==> config.mk <==
export PLATFORM = sky130hd
export DESIGN_NAME = ppg_timer
export DESIGN_NICKNAME = d
export VERILOG_FILES = /design/src/ppg_pkg.sv /design/src/ppg_chan_if.sv /design/src/ppg_channel.sv /design/src/ppg_timer.sv
export VERILOG_INCLUDE_DIRS = /design/src /design/src/src
export SDC_FILE = /design/constraint.sdc
export NUM_CORES = 1
export LEC_CHECK = 0
export BUFFER_PORTS_ARGS = -buffer_cell sky130_fd_sc_hd__buf_2
export CORE_MARGIN = 2
export CORE_UTILIZATION = 55
export CTS_BUF_LIST = sky130_fd_sc_hd__clkbuf_8
export DETAILED_ROUTE_END_ITERATION = 7
export PLACE_DENSITY = 0.83
export SLEW_MARGIN = 20
export SYNTH_ARGS = -nofsm -noshare
export SYNTH_HDL_FRONTEND = slang
export SYNTH_SLANG_ARGS = --single-unit
export TNS_END_PERCENT = 30
==> constraint.sdc <==
create_clock -name clk_i -period 6.4 [get_ports clk_i]
set_input_delay 0.64 -clock clk_i [delete_from_list [all_inputs] [get_ports clk_i]]
set_output_delay 0.64 -clock clk_i [all_outputs]
set_load 0.01 [all_outputs]
==> src/ppg_defines.svh <==
// Register offsets, field positions, reset values and mode and counter constants
`ifndef PPG_DEFINES_SVH
`define PPG_DEFINES_SVH
`define OFS_MODE_A 12'h000
`define OFS_DUTY_A 12'h004
`define OFS_CYCLE_A 12'h008
`define OFS_MODE_B 12'h00C
`define OFS_DUTY_B 12'h010
`define OFS_CYCLE_B 12'h014
`define OFS_PAIR_CTRL 12'h018
`define OFS_STATUS 12'h01C
`define MODE_CLK_LSB 0
`define MODE_OP_LSB 4
`define MODE_EXT_BIT 3
`define MODE_LEVEL_BIT 6
`define MODE_DBUF_BIT 7
`define CTRL_RUN_A_BIT 0
`define CTRL_RUN_B_BIT 1
`define CTRL_CASCADE_BIT 2
`define CTRL_AND_BIT 3
`define MODE_RESET 8'h00
`define CMP_RESET 8'h00
`define OP_MODE_PPG 2'h2
`define COUNT_CLEAR 8'h00
`endif

==> src/ppg_pkg.sv <==
// Types shared by the pulse pattern timer files
package ppg_pkg;
  typedef logic [7:0] byte_t;
  typedef enum logic [1:0] {
    ST_IDLE = 2'h0,
    ST_RUN = 2'h1
  } chan_state_t;
endpackage

==> src/ppg_chan_if.sv <==
// Control and status carried between the top and one timer channel
`timescale 1ns/10ps
interface ppg_chan_if;
  logic [7:0] mode; // Mode register value
  logic run; // Channel run bit
  logic tick; // Source clock tick
  logic duty_we; // Write strobe to duty compare
  logic cycle_we; // Write strobe to cycle compare
  logic [7:0] wdata; // Write data
  logic [7:0] duty_rd; // Duty compare read value
  logic [7:0] cycle_rd; // Cycle compare read value
  logic out_level; // Channel pulse level
  logic match_pulse; // Cycle match event
  logic [7:0] count; // Counter value
  modport top (output mode, run, tick, duty_we, cycle_we, wdata,
               input duty_rd, cycle_rd, out_level, match_pulse, count);
  modport chan (input mode, run, tick, duty_we, cycle_we, wdata,
                output duty_rd, cycle_rd, out_level, match_pulse, count);
endinterface

==> src/ppg_channel.sv <==
// One pulse pattern timer channel: counter, compares, output flip-flop
`timescale 1ns/10ps
module ppg_channel
  import ppg_pkg::*;
(
  input wire logic clk_i,
  input wire logic srst_i,
  ppg_chan_if.chan ch
);
  `include "ppg_defines.svh"
  byte_t count; // Up counter
  byte_t duty_act; // Active duty compare
  byte_t cycle_act; // Active cycle compare
  byte_t duty_buf; // Buffered duty value
  byte_t cycle_buf; // Buffered cycle value
  logic level; // Toggle flip-flop
  logic dbuf; // Double buffer on
  logic idle_lvl; // Idle level select
  logic duty_hit; // Duty match
  logic cycle_hit; // Cycle match
  chan_state_t state; // Run state
  byte_t next_count; // Count after the next tick, wraps at the top
  logic duty_eq_wr; // Unbuffered duty write equal to the count
  logic cycle_eq_wr; // Unbuffered cycle write equal to the count

  assign dbuf = ch.mode[`MODE_DBUF_BIT];
  assign idle_lvl = ch.mode[`MODE_LEVEL_BIT];
  assign next_count = count + 8'h01;
  // A match is the tick on which the counter reaches a compare value, so the
  // cycle compare value itself is the period in source clocks
  // An unbuffered write equal to the present count matches at once, off the tick
  assign duty_eq_wr = ch.run && !dbuf && ch.duty_we && (ch.wdata == count);
  assign cycle_eq_wr = ch.run && !dbuf && ch.cycle_we && (ch.wdata == count);
  assign duty_hit = (ch.run && ch.tick && (next_count == duty_act)) || duty_eq_wr;
  assign cycle_hit = (ch.run && ch.tick && (next_count == cycle_act)) || cycle_eq_wr;

  // Run state
  always_ff @(posedge clk_i) begin
    if (srst_i) begin
      state <= ST_IDLE;
    end else begin
      state <= ch.run ? ST_RUN : ST_IDLE;
    end
  end

  // Counter: counts ticks, clears on cycle match, wraps, clears on stop
  always_ff @(posedge clk_i) begin
    if (srst_i || !ch.run) begin
      count <= `COUNT_CLEAR;
    end else if (cycle_hit) begin
      count <= `COUNT_CLEAR;
    end else if (ch.tick) begin
      count <= next_count;
    end
  end

  // Output level: idle when stopped, leaves idle on duty match, returns to idle on cycle match
  always_ff @(posedge clk_i) begin
    if (srst_i) begin
      level <= 1'b0;
    end else if (!ch.run) begin
      level <= idle_lvl;
    end else if (cycle_hit) begin
      level <= idle_lvl;
    end else if (duty_hit && level == idle_lvl) begin
      level <= ~idle_lvl;
    end
  end

  // Buffers always take writes; reads show the last written value
  always_ff @(posedge clk_i) begin
    if (srst_i) begin
      duty_buf <= `CMP_RESET;
      cycle_buf <= `CMP_RESET;
    end else begin
      if (ch.duty_we) begin
        duty_buf <= ch.wdata;
      end
      if (ch.cycle_we) begin
        cycle_buf <= ch.wdata;
      end
    end
  end

  // Active compares: direct, or loaded from buffer on cycle match
  always_ff @(posedge clk_i) begin
    if (srst_i) begin
      duty_act <= `CMP_RESET;
      cycle_act <= `CMP_RESET;
    end else if (dbuf && ch.run) begin
      if (cycle_hit) begin
        duty_act <= ch.duty_we ? ch.wdata : duty_buf;
        cycle_act <= ch.cycle_we ? ch.wdata : cycle_buf;
      end
    end else begin
      if (ch.duty_we) begin
        duty_act <= ch.wdata;
      end
      if (ch.cycle_we) begin
        cycle_act <= ch.wdata;
      end
    end
  end

  assign ch.duty_rd = dbuf ? duty_buf : duty_act;
  assign ch.cycle_rd = dbuf ? cycle_buf : cycle_act;
  assign ch.out_level = level;
  assign ch.match_pulse = cycle_hit;
  assign ch.count = count;

  a_stop_clears: assert property (@(posedge clk_i) disable iff (srst_i)
    (state == ST_RUN && !ch.run) |=> (count == 8'h00 && level == $past(idle_lvl)))
    else $error("stop did not clear counter and level");
  a_cycle_restart: assert property (@(posedge clk_i) disable iff (srst_i)
    (ch.match_pulse && ch.run) |=> (!ch.run || count == 8'h00))
    else $error("cycle match did not clear counter");
  a_dbuf_hold: assert property (@(posedge clk_i) disable iff (srst_i)
    (dbuf && ch.run && ch.duty_we && !ch.match_pulse) |=> $stable(duty_act))
    else $error("buffered write reached active duty");
  a_direct_write: assert property (@(posedge clk_i) disable iff (srst_i)
    (!dbuf && ch.duty_we) |=> (duty_act == $past(ch.wdata)))
    else $error("direct duty write lost");
endmodule

==> src/ppg_timer.sv <==
// Two-channel pulse pattern timer with APB register access
//
// The implementer's own choices: the APB interface to the registers and the placing of the registers.
`timescale 1ns/10ps
// What this block does
// - Run starts counting; mode writes ignored
// - Level select sets idle output level
// - Stopped channel drives idle level out
// - Duty match toggles output away from idle
// - Cycle match returns idle, raises event
// - Stop clears counter, output to idle
// - AND enable drives both channels ANDed on pin B
// - Second channel behaves identically
// - Double buffer bit enables compare buffering
// - Running buffered writes go only buffer
// - Cycle match copies buffers to active
// - Buffered reads return last written value
// - Stopped buffered write updates both
// - Unbuffered writes take effect immediately
// - Passed compare waits for counter wrap
// - Equal compare matches right after write
module ppg_timer
  import ppg_pkg::*;
#(
  parameter int DIV_WIDTH = 12 // Width of source clock prescaler
)(
  input wire logic clk_i,
  input wire logic srst_i,
  input wire logic psel_i,
  input wire logic penable_i,
  input wire logic pwrite_i,
  input wire logic [11:0] paddr_i,
  input wire logic [31:0] pwdata_i,
  output logic [31:0] prdata_o,
  output logic pready_o,
  output logic pslverr_o,
  output logic pulse_a_o,
  output logic pulse_b_o,
  output logic cycle_match_irq_a_o,
  output logic cycle_match_irq_b_o
);
  `include "ppg_defines.svh"

  ////////////////////////////////////////////////////////////////////////
  // Registers and decode
  ////////////////////////////////////////////////////////////////////////
  ppg_chan_if ch_a(); // Channel A bundle
  ppg_chan_if ch_b(); // Channel B bundle
  byte_t mode_a; // Channel A mode
  byte_t mode_b; // Channel B mode
  logic run_a; // Channel A run
  logic run_b; // Channel B run
  logic cascade; // Cascade select, stored and read back but unused
  logic and_en; // AND output enable
  logic [DIV_WIDTH-1:0] prescale; // Free running prescaler
  logic [DIV_WIDTH-1:0] prescale_prev; // Prescaler one cycle ago
  logic wr_en; // APB write access
  logic rd_en; // APB read access
  logic mapped; // Address decodes
  logic [31:0] next_rdata; // Read mux

  // Address match helper
  function automatic logic hit(input logic [11:0] a, input logic [11:0] ofs);
    return a == ofs;
  endfunction

  // Tick for a source select: one tap of the prescaler falls, or every clock for select 7
  function automatic logic tick_of(input logic [2:0] sel,
                                   input logic [DIV_WIDTH-1:0] now,
                                   input logic [DIV_WIDTH-1:0] prev);
    int tap;
    tap = 7 - int'(sel);
    if (sel == 3'h7) begin
      return 1'b1;
    end
    return prev[tap] && !now[tap];
  endfunction

  assign wr_en = psel_i && penable_i && pwrite_i;
  assign rd_en = psel_i && penable_i && !pwrite_i;
  assign mapped = hit(paddr_i, `OFS_MODE_A) || hit(paddr_i, `OFS_DUTY_A) ||
                  hit(paddr_i, `OFS_CYCLE_A) || hit(paddr_i, `OFS_MODE_B) ||
                  hit(paddr_i, `OFS_DUTY_B) || hit(paddr_i, `OFS_CYCLE_B) ||
                  hit(paddr_i, `OFS_PAIR_CTRL) || hit(paddr_i, `OFS_STATUS);

  // Mode registers accept writes only while their channel is stopped
  always_ff @(posedge clk_i) begin
    if (srst_i) begin
      mode_a <= `MODE_RESET;
      mode_b <= `MODE_RESET;
    end else if (wr_en) begin
      if (hit(paddr_i, `OFS_MODE_A) && !run_a) begin
        mode_a <= pwdata_i[7:0];
      end
      if (hit(paddr_i, `OFS_MODE_B) && !run_b) begin
        mode_b <= pwdata_i[7:0];
      end
    end
  end

  // Pair control register
  always_ff @(posedge clk_i) begin
    if (srst_i) begin
      run_a <= 1'b0;
      run_b <= 1'b0;
      cascade <= 1'b0;
      and_en <= 1'b0;
    end else if (wr_en && hit(paddr_i, `OFS_PAIR_CTRL)) begin
      run_a <= pwdata_i[`CTRL_RUN_A_BIT];
      run_b <= pwdata_i[`CTRL_RUN_B_BIT];
      cascade <= pwdata_i[`CTRL_CASCADE_BIT];
      and_en <= pwdata_i[`CTRL_AND_BIT];
    end
  end

  // Prescaler produces source clock taps
  always_ff @(posedge clk_i) begin
    if (srst_i) begin
      prescale <= '0;
      prescale_prev <= '0;
    end else begin
      prescale <= prescale + 1'b1;
      prescale_prev <= prescale;
    end
  end

  ////////////////////////////////////////////////////////////////////////
  // Channels
  ////////////////////////////////////////////////////////////////////////
  assign ch_a.mode = mode_a;
  assign ch_a.run = run_a;
  assign ch_a.tick = tick_of(mode_a[2:0], prescale, prescale_prev);
  assign ch_a.duty_we = wr_en && hit(paddr_i, `OFS_DUTY_A);
  assign ch_a.cycle_we = wr_en && hit(paddr_i, `OFS_CYCLE_A);
  assign ch_a.wdata = pwdata_i[7:0];
  assign ch_b.mode = mode_b;
  assign ch_b.run = run_b;
  assign ch_b.tick = tick_of(mode_b[2:0], prescale, prescale_prev);
  assign ch_b.duty_we = wr_en && hit(paddr_i, `OFS_DUTY_B);
  assign ch_b.cycle_we = wr_en && hit(paddr_i, `OFS_CYCLE_B);
  assign ch_b.wdata = pwdata_i[7:0];

  ppg_channel u_chan_a (
    .clk_i(clk_i),
    .srst_i(srst_i),
    .ch(ch_a.chan)
  );

  ppg_channel u_chan_b (
    .clk_i(clk_i),
    .srst_i(srst_i),
    .ch(ch_b.chan)
  );

  ////////////////////////////////////////////////////////////////////////
  // Outputs
  ////////////////////////////////////////////////////////////////////////
  // Pulse pins and event pulses, all registered
  always_ff @(posedge clk_i) begin
    if (srst_i) begin
      pulse_a_o <= 1'b0;
      pulse_b_o <= 1'b0;
      cycle_match_irq_a_o <= 1'b0;
      cycle_match_irq_b_o <= 1'b0;
    end else begin
      pulse_a_o <= ch_a.out_level;
      pulse_b_o <= and_en ? (ch_a.out_level & ch_b.out_level) : ch_b.out_level;
      cycle_match_irq_a_o <= ch_a.match_pulse;
      cycle_match_irq_b_o <= ch_b.match_pulse;
    end
  end

  // Read mux
  always_comb begin
    next_rdata = 32'h0000_0000;
    case (paddr_i)
      `OFS_MODE_A: next_rdata = {24'h000000, mode_a};
      `OFS_DUTY_A: next_rdata = {24'h000000, ch_a.duty_rd};
      `OFS_CYCLE_A: next_rdata = {24'h000000, ch_a.cycle_rd};
      `OFS_MODE_B: next_rdata = {24'h000000, mode_b};
      `OFS_DUTY_B: next_rdata = {24'h000000, ch_b.duty_rd};
      `OFS_CYCLE_B: next_rdata = {24'h000000, ch_b.cycle_rd};
      `OFS_PAIR_CTRL: next_rdata = {28'h0000000, and_en, cascade, run_b, run_a};
      `OFS_STATUS: next_rdata = {16'h0000, ch_b.count, ch_a.count};
      default: next_rdata = 32'h0000_0000;
    endcase
  end

  // APB answer: zero wait state, error on unmapped address
  always_ff @(posedge clk_i) begin
    if (srst_i) begin
      prdata_o <= 32'h0000_0000;
      pready_o <= 1'b0;
      pslverr_o <= 1'b0;
    end else begin
      prdata_o <= next_rdata;
      pready_o <= 1'b1;
      pslverr_o <= psel_i && !penable_i && !mapped;
    end
  end

  a_mode_locked: assert property (@(posedge clk_i) disable iff (srst_i)
    (run_a && $past(run_a)) |-> $stable(mode_a))
    else $error("mode changed while running");
  a_and_output: assert property (@(posedge clk_i) disable iff (srst_i)
    and_en |=> (pulse_b_o == ($past(ch_a.out_level) & $past(ch_b.out_level))))
    else $error("AND output wrong");
  a_idle_level: assert property (@(posedge clk_i) disable iff (srst_i)
    (!run_a && !$past(run_a) && $stable(mode_a)) |=>
      (pulse_a_o == $past(mode_a[`MODE_LEVEL_BIT])))
    else $error("idle level not driven");
  a_irq_match: assert property (@(posedge clk_i) disable iff (srst_i)
    ch_a.match_pulse |=> cycle_match_irq_a_o)
    else $error("cycle match event missing");
endmodule

==> reports/results.tsv, run 1 <==
metric	value	unit
outcome	completed	
worst_pin_slew	1.01	ns
die_x	123	um
drt-total-wl	20.1	mm
areaGrowthSynthToFinish	6.83	%
antenna_left	0	
synth_cells	904	
cp_slowest_stage_delay	0.62	ns
max_freq	0.283	GHz
ys.flop_type	dfxtp_1	
clk_latency	0.46	ns
chipHeight	123	um
cellPowerDensity	199	nW/um^2
cts_made_buffers	17	
clkSlewWorstSetupHoldPaths	0.08	ns
rsz0062_at_grt	false	
final_common_cell	dfxtp_1	
worstHoldPathType	in2reg	
ys_seq_area_share	35.8	%
drt_iter0_drc	878	
grt_pass1_wl	31.9	mm
cts_setup_buffers	0	
crit_buf_inv	0	
drt_pass1_iterations	6	
yosys_warnings	0	
cts_hold_buffers	0	
viasPerCell	6.13	
async_reset_ff_share	0	%
leakage	3.09	nW
cts_tree	yes	
final_cell_mix	dfxtp_1, nand2_1, nor2_1, mux2i_1, buf_2	
critical_path.slowest_cell	dfxtp_1	
drc	0	
num_vias	6726	
rows	43	
synth.area.top_cells	dfxtp_1, mux2i_1, nand2_1	
grt_pass1_vias	6033	
slew-limit-headroom	32.7	%
startpoint_type	register	
cts-root-buf	clkbuf_8	
power	1.66	mW
die-area	15100	um^2
skew	0.00968	ns
syn_avg_cell_area	8.61	um^2
finalHoldViolations	0	
grt_overflow	0	
antenna_found_initial	0	
peakVddDrop	0.000127	V
io_buffers	46	
drv_slew	0	
grt_usage	27.5	%
synth_largest_area_cell	dfxtp_1	
synth_area	7780	um^2
antenna_cells	0	
cp_max_fo	9	
critPathTopFamily	simple AND/OR/NAND/NOR gates	
grt_max_degree	65	
drv_cap	0	
synth_top_cell_area_share	35.8	%
cts_htree_levels	4	
worstSetupPathType	reg2reg	
synth_edf_count	0	
endpoint_kind	register	
nNetsFinal	957	
initial_core_util	56.3	%
cp.arrival	3.88	ns
io_pins	87	
cp_cell_sequence	ha_1, and3_1, xnor2_1, and2_1, or4_1, nor4_2, a21o_1, mux2_2	
setup_viol	0	
routedWlPerCell	18.4	um
hpwlAfterDp	13.8	mm
clock_path_buffers	2	
layout-drive-gt1-share	14.2	%
fin_setup_tns	0	ns
cp.required	6.75	ns
gp_congestion	0.926	
yosysUniqueCellTypes	64	
post_cts_resized	0	
core	13800	um^2
period_minus_slack	3.53	ns
fin_crit_sh	55.2	%
ys_ff_latch	139	
cts_sinks	139	
## worst register-to-register path, delay by kind of cell, from the launching register on
| kind | cells | cell delay [ns] |
|---|---|---|
| compound gates | 1 | 0.45 |
| xor+xnor | 1 | 0.12 |
| fa+ha+maj | 1 | 0.35 |
| flops | 1 | 0.62 |
| mux | 1 | 0.39 |
| simple gates | 4 | 1.49 |
## cells in the mapped netlist, types with 24 or more instances
master,number
dfxtp_1,139
nand2_1,92
nor2_1,79
clkbuf_1,49
mux2i_1,48
a21oi_1,39
o21ai_0,33
xnor2_1,33
xor2_1,33
mux2_2,27
nand3_1,25
and3_1,24
## layout make-up
type / count / area [um^2]
inverter: 18 / 67.6
sequential: 139 / 2780
multi-input combinational: 675 / 4550
tap: 180 / 225
clock inverter: 12 / 131
timing repair buffer: 54 / 293
clock buffer: 19 / 262
fill: 1236 / 5510
## final timing paths
check / start / to / slack [ns] / depth (start not counted)
setup / recovery: u_chan_b.ch.count[0] / u_chan_b.duty_act[3] / 2.87 / 8
hold / removal: penable_i / pslverr_o / 0.38 / 2
setup reg to reg: u_chan_b.ch.count[0] / u_chan_b.duty_act[3] / 2.87 / 8
hold reg to reg: prescale[0] / prescale[0] / 0.45 / 1
## stage by stage
stage                     cells  setup WS (ns)  area [um^2]  hold WS, ns  util (%)
final                      1097           2.87         8310        0.376      60.1
after global routing       1097           2.73         8310        0.369      60.1
after CTS                  1097           2.90         8310        0.348      60.1
after detailed placement   1066           2.73         7920        0.438      57.3
after global placement     1066           2.77         7920        0.433      57.3
after floorplan             919           3.50         7840        0.413         -
## cells by family (layout without fill, tap and decap cells)
logic type / after synthesis / in the layout / synth area share (%)
xor+xnor: 73 / 73 / 9.45
mux: 77 / 77 / 10.7
buf+inv: 105 / 103 / 6.46
simple gates: 340 / 340 / 22.7
flops: 139 / 139 / 35.8
other cells: 1 / 16 / 0.0482
fa+ha+maj: 3 / 3 / 0.482
compound gates: 166 / 166 / 14.4
## registers in the layout (all words and copies together) (netlist names), 7 cells and up
register / count
ch_a.mode: 8
ch_b.mode: 8
prdata_o: 16
prescale: 8
prescale_prev: 7
u_chan_a.ch.count: 8
u_chan_a.cycle_act: 8
u_chan_a.cycle_buf: 8
u_chan_a.duty_act: 8
u_chan_a.duty_buf: 8
u_chan_b.ch.count: 8
u_chan_b.cycle_act: 8
u_chan_b.cycle_buf: 8
u_chan_b.duty_act: 8
u_chan_b.duty_buf: 8
## per-layer routing
layer / track usage [%] / share of wire (%) / vias to the layer above
li1: - / - / 3175
met1: 38.7 / 43 / 3173
met3: 6.13 / 9.6 / 43
met4: 9.63 / 2.3 / 0
met5: 0 / 0 / -
met2: 41.5 / 45 / 335
## where the power goes
group | switching, mW | total (mW) | internal (mW)
clock network | 0.330 | 0.725 | 0.395
registers | 0.00202 | 0.869 | 0.867
logic | 0.0454 | 0.0618 | 0.0164
total | 0.377 | 1.66 | 1.28
Note: power is estimated with default switching activity, not from simulation.
==> inputs of run 2 (changes only) <==
- PLACE_DENSITY: 0.83 -> 0.86
- clock period: 6.4 -> 3.17 ns (I/O delays scaled with it)
==> reports/results.tsv, run 2 (synthesized netlist as in run 1, its figures left out) <==
metric	value	unit
outcome	completed	
io_pins	87	
hold_depth	2	
r2r_end	u_chan_b.duty_act[4]	
leakage	3.27	nW
max_freq	0.338	GHz
startpoint_type	register	
cts_made_buffers	17	
cts_hold_buffers	0	
crit_end	u_chan_b.duty_act[4]	
drt_iter0_drc	906	
clk_latency	0.47	ns
cp_max_fo	8	
io_buffers	46	
crit_buf_inv	0	
layout-drive-gt1-share	17.1	%
drv_cap	0	
largest_register	prdata_o	
rrSetupSlack	0.21	ns
startpoint	u_chan_b.ch.count[1]	
final_cell_mix	dfxtp_1, nand2_1, nor2_1, mux2i_1, buf_2	
finalHoldViolations	0	
final_util	62.5	%
routedWlPerCell	18.7	um
areaGrowthSynthToFinish	11.0	%
cellPowerDensity	417	nW/um^2
grt_pass1_wl	33.0	mm
final_common_cell	dfxtp_1	
use_met1	37.8	%
cts_tree	yes	
grt_usage	28.7	%
clock_path_buffers	2	
gr-usage-met3	6.00	%
reg2reg_depth	8	
num_vias	6962	
cp_cell_sequence	ha_1, and3_1, xnor2_1, nor2_1, or4_1, nor4_2, a21o_1, mux2_2	
drt_pass1_iterations	8	
core	13800	um^2
rr_startpoint	u_chan_b.ch.count[1]	
fin_setup_tns	0	ns
fin_crit_sh	93.3	%
nNetsFinal	987	
cp_slowest_stage_delay	0.54	ns
setup_slack	0.213	ns
worstHoldPathType	in2reg	
cp.required	3.53	ns
peakVddDrop	0.000291	V
hpwlAfterDp	14.5	mm
cts_htree_levels	4	
drv_slew	0	
chipHeight	123	um
drc	0	
critical_path.slowest_cell	or4_1	
dp_slack	0.145	ns
fillers	1105	
grt_overflow	0	
die_x	123	um
rsz0062_at_grt	false	
setup_viol	0	
cts-root-buf	clkbuf_8	
grt_pass1_vias	6333	
drt-total-wl	21.1	mm
period_minus_slack	2.96	ns
clkSlewWorstSetupHoldPaths	0.08	ns
met2_usage	45.3	%
worstSetupPathType	reg2reg	
grt-busiest-layer	met2	
endpoint_kind	register	
initial_core_util	56.3	%
cp_num_cells	8	
antenna_cells	0	
critPathTopFamily	simple AND/OR/NAND/NOR gates	
skew	0.0149	ns
power	3.60	mW
final-instance-count-excl-fill	1127	
worst_pin_slew	0.717	ns
largest_reg_flops	16	
dp_cells	1096	
cts_sinks	139	
antenna_found_initial	1	
rows	43	
antenna_left	0	
slew-limit-headroom	52.2	%
die-area	15100	um^2
gp_congestion	0.920	
viasPerCell	6.18	
cp.arrival	3.32	ns
grt_max_degree	65	
==> run 2: worst reg2reg max path, delay by kind of cell, from the launching register on <==
family,cells,cell delay [ns]
adder cells (fa/ha/maj),1,0.23
AND/OR/NAND/NOR,4,1.12
AO/OA/AOI/OAI,1,0.39
multiplexers,1,0.39
flip-flops,1,0.38
XOR/XNOR,1,0.36
==> run 2: how the worst min path moves through the flow <==
stage                      from          end
CTS                   penable_i    pslverr_o
global route          penable_i    pslverr_o
global placement    prescale[0]  prescale[0]
finish                penable_i    pslverr_o
floorplan             penable_i    pslverr_o
detailed placement  prescale[0]  prescale[0]
==> run 2: metal layers <==
layer,share of wire (%),routed length (um)
met1,42,8790
met2,45,9430
met3,9.7,2040
met4,3.8,791
met5,0.062,13
==> run 2: what timing repair did <==
action	CTS	global route
hold endpoints to repair	0	0
gates resized for setup	0	1
setup endpoints to repair	0	1
setup buffers	0	0
==> run 2: cell type report <==
class | instances | area (um^2) | share of cell area (%)
clock buffers | 18 | 248 | 2.87
clock inverters | 13 | 225 | 2.61
inverters | 18 | 67.6 | 0.782
multi-input cells | 675 | 4560 | 52.8
flip-flops and latches | 139 | 2780 | 32.2
well taps | 180 | 225 | 2.61
repair buffers | 84 | 531 | 6.14
==> run 2: stage by stage <==
step / hold WS (ns) / cell area [um^2]
after floorplan: 0.394 / 7840
after global placement: 0.427 / 8160
after detailed placement: 0.438 / 8160
after CTS: 0.0201 / 8630
after global routing: 0.0369 / 8640
final: 0.0299 / 8640
==> run 2: report_power, final <==
part / internal (mW) / switching [mW]
sequential: 1.75 / 0.00443
combinational: 0.0342 / 0.0957
clock: 1.03 / 0.687
==> inputs of run 3 (changes only) <==
- BUFFER_PORTS_ARGS: -buffer_cell sky130_fd_sc_hd__buf_2 -> -buffer_cell sky130_fd_sc_hd__buf_4
- HOLD_SLACK_MARGIN: unset -> 0.12
==> reports/results.tsv, run 3 (synthesized netlist as in run 1, its figures left out) <==
metric	value	unit
p_int	2.58	mW
max_freq	0.337	GHz
final_cell_mix	dfxtp_1, nand2_1, buf_4, nor2_1, mux2i_1	
die-area	15100	um^2
cts_sinks	139	
antenna_left	0	
worstSetupPathType	reg2reg	
combPwrFrac	4.2	%
viasPerCell	6.12	
clock_path_buffers	2	
slew-limit-headroom	54.1	%
initial_core_util	56.3	%
period_minus_slack	2.96	ns
core	13800	um^2
cts_tree	yes	
clk_latency	0.48	ns
cp_max_fo	8	
chipHeight	123	um
gp_congestion	0.967	
rsz0062_at_grt	false	
skew	0.0132	ns
cp.arrival	3.33	ns
grt_pass1_vias	6378	
drt_iter0_drc	949	
outcome	completed	
grt_overflow	0	
pwr-share-seq	52.0	%
fin_setup_tns	0	ns
drc	0	
worst_pin_slew	0.688	ns
grt_usage	28.9	%
leakage	3.25	nW
fin_crit_sh	93.5	%
endpoint_kind	register	
drv_slew	0	
rows	43	
switchingPower	795	uW
areaGrowthSynthToFinish	11.7	%
drv_cap	0	
final_common_cell	dfxtp_1	
largest_register	prdata_o	
cp.required	3.54	ns
num_vias	6901	
cp_cell_sequence	ha_1, and3_1, xnor2_1, nor2_1, or4_1, nor4_2, a21o_1, mux2_2	
cts_htree_levels	4	
startpoint	u_chan_b.ch.count[1]	
rr_startpoint	u_chan_b.ch.count[1]	
nNetsFinal	989	
io_pins	87	
worstHoldPathType	in2reg	
critical_path.slowest_cell	or4_1	
io_buffers	46	
cts_setup_buffers	0	
hpwlAfterDp	14.8	mm
cellPowerDensity	388	nW/um^2
final-instance-count-excl-fill	1128	
clkSlewWorstSetupHoldPaths	0.08	ns
antenna_cells	0	
hp-start	pwdata_i[6]	
setup_slack	0.206	ns
layout-drive-gt1-share	17.0	%
dp_cells	1096	
drt_pass1_iterations	6	
clkPwrFrac	43.8	%
grt_pass1_wl	33.2	mm
startpoint_type	register	
routedWlPerCell	18.9	um
cts_made_buffers	17	
finalHoldViolations	0	
post_cts_resized	0	
drt-total-wl	21.4	mm
antenna_found_initial	0	
multi_input_area	4550	um^2
regArea	2780	um^2
dp_slack	0.175	ns
grt_max_degree	65	
cts-root-buf	clkbuf_8	
setup_viol	0	
die_x	123	um
fillers	1155	
swShare	23.6	%
peakVddDrop	0.000247	V
largest_reg_flops	16	
cp_slowest_stage_delay	0.54	ns
cts_hold_buffers	2	
-- run 3: layout make-up --
cell class              instances  share of cell area, %
well taps                     180                   2.59
flip-flops and latches        139                   32.0
inverters                      18                  0.777
repair buffers                 86                   7.63
clock inverters                12                   1.74
clock buffers                  18                   2.85
multi-input cells             675                   52.4
-- run 3: path summary, 6_finish.rpt --
| kind | slack [ns] | depth (start not counted) | to |
|---|---|---|---|
| worst max register to register | 0.21 | 8 | u_chan_b.duty_act[7] |
| worst min-delay path | 0.21 | 3 | u_chan_a.cycle_buf[6] |
| worst max-delay path | 0.21 | 8 | u_chan_b.duty_act[7] |
| worst min register to register | 0.46 | 2 | u_chan_a.duty_buf[1] |
-- run 3: stage by stage --
stage | utilization (%) | power [mW] | hold WS, ns | cell area, um^2
after floorplan | - | 1.89 | 0.394 | 7840
after global placement | 59.8 | 1.93 | 0.426 | 8270
after global routing | 62.9 | 3.46 | 0.205 | 8690
after detailed placement | 59.8 | 1.93 | 0.452 | 8270
final | 62.9 | 3.37 | 0.212 | 8690
after CTS | 62.9 | 3.38 | 0.193 | 8690
-- run 3: critical path, delay by kind of cell, from the launching register on --
kind	cells	cell delay (ns)
fa+ha+maj	1	0.22
compound gates	1	0.40
simple gates	4	1.14
mux	1	0.38
xor+xnor	1	0.32
flops	1	0.39
-- run 3: power groups by stage --
stage          sequential, mW  combinational [mW]  clock, mW
6_report                 1.76               0.141       1.48
5_1_grt                  1.76               0.150       1.56
4_1_cts                  1.75               0.137       1.48
3_5_place_dp             1.80               0.135          0
3_3_place_gp             1.80               0.132          0
2_1_floorplan            1.79              0.0941          0
-- run 3: per-layer routing --
metal	share of wire (%)	track usage [%]	up-vias
met5	0	0	-
met4	4.1	14.1	0
met3	10	6.09	74
met2	45	44.0	386
met1	41	38.9	3209
li1	-	-	3232
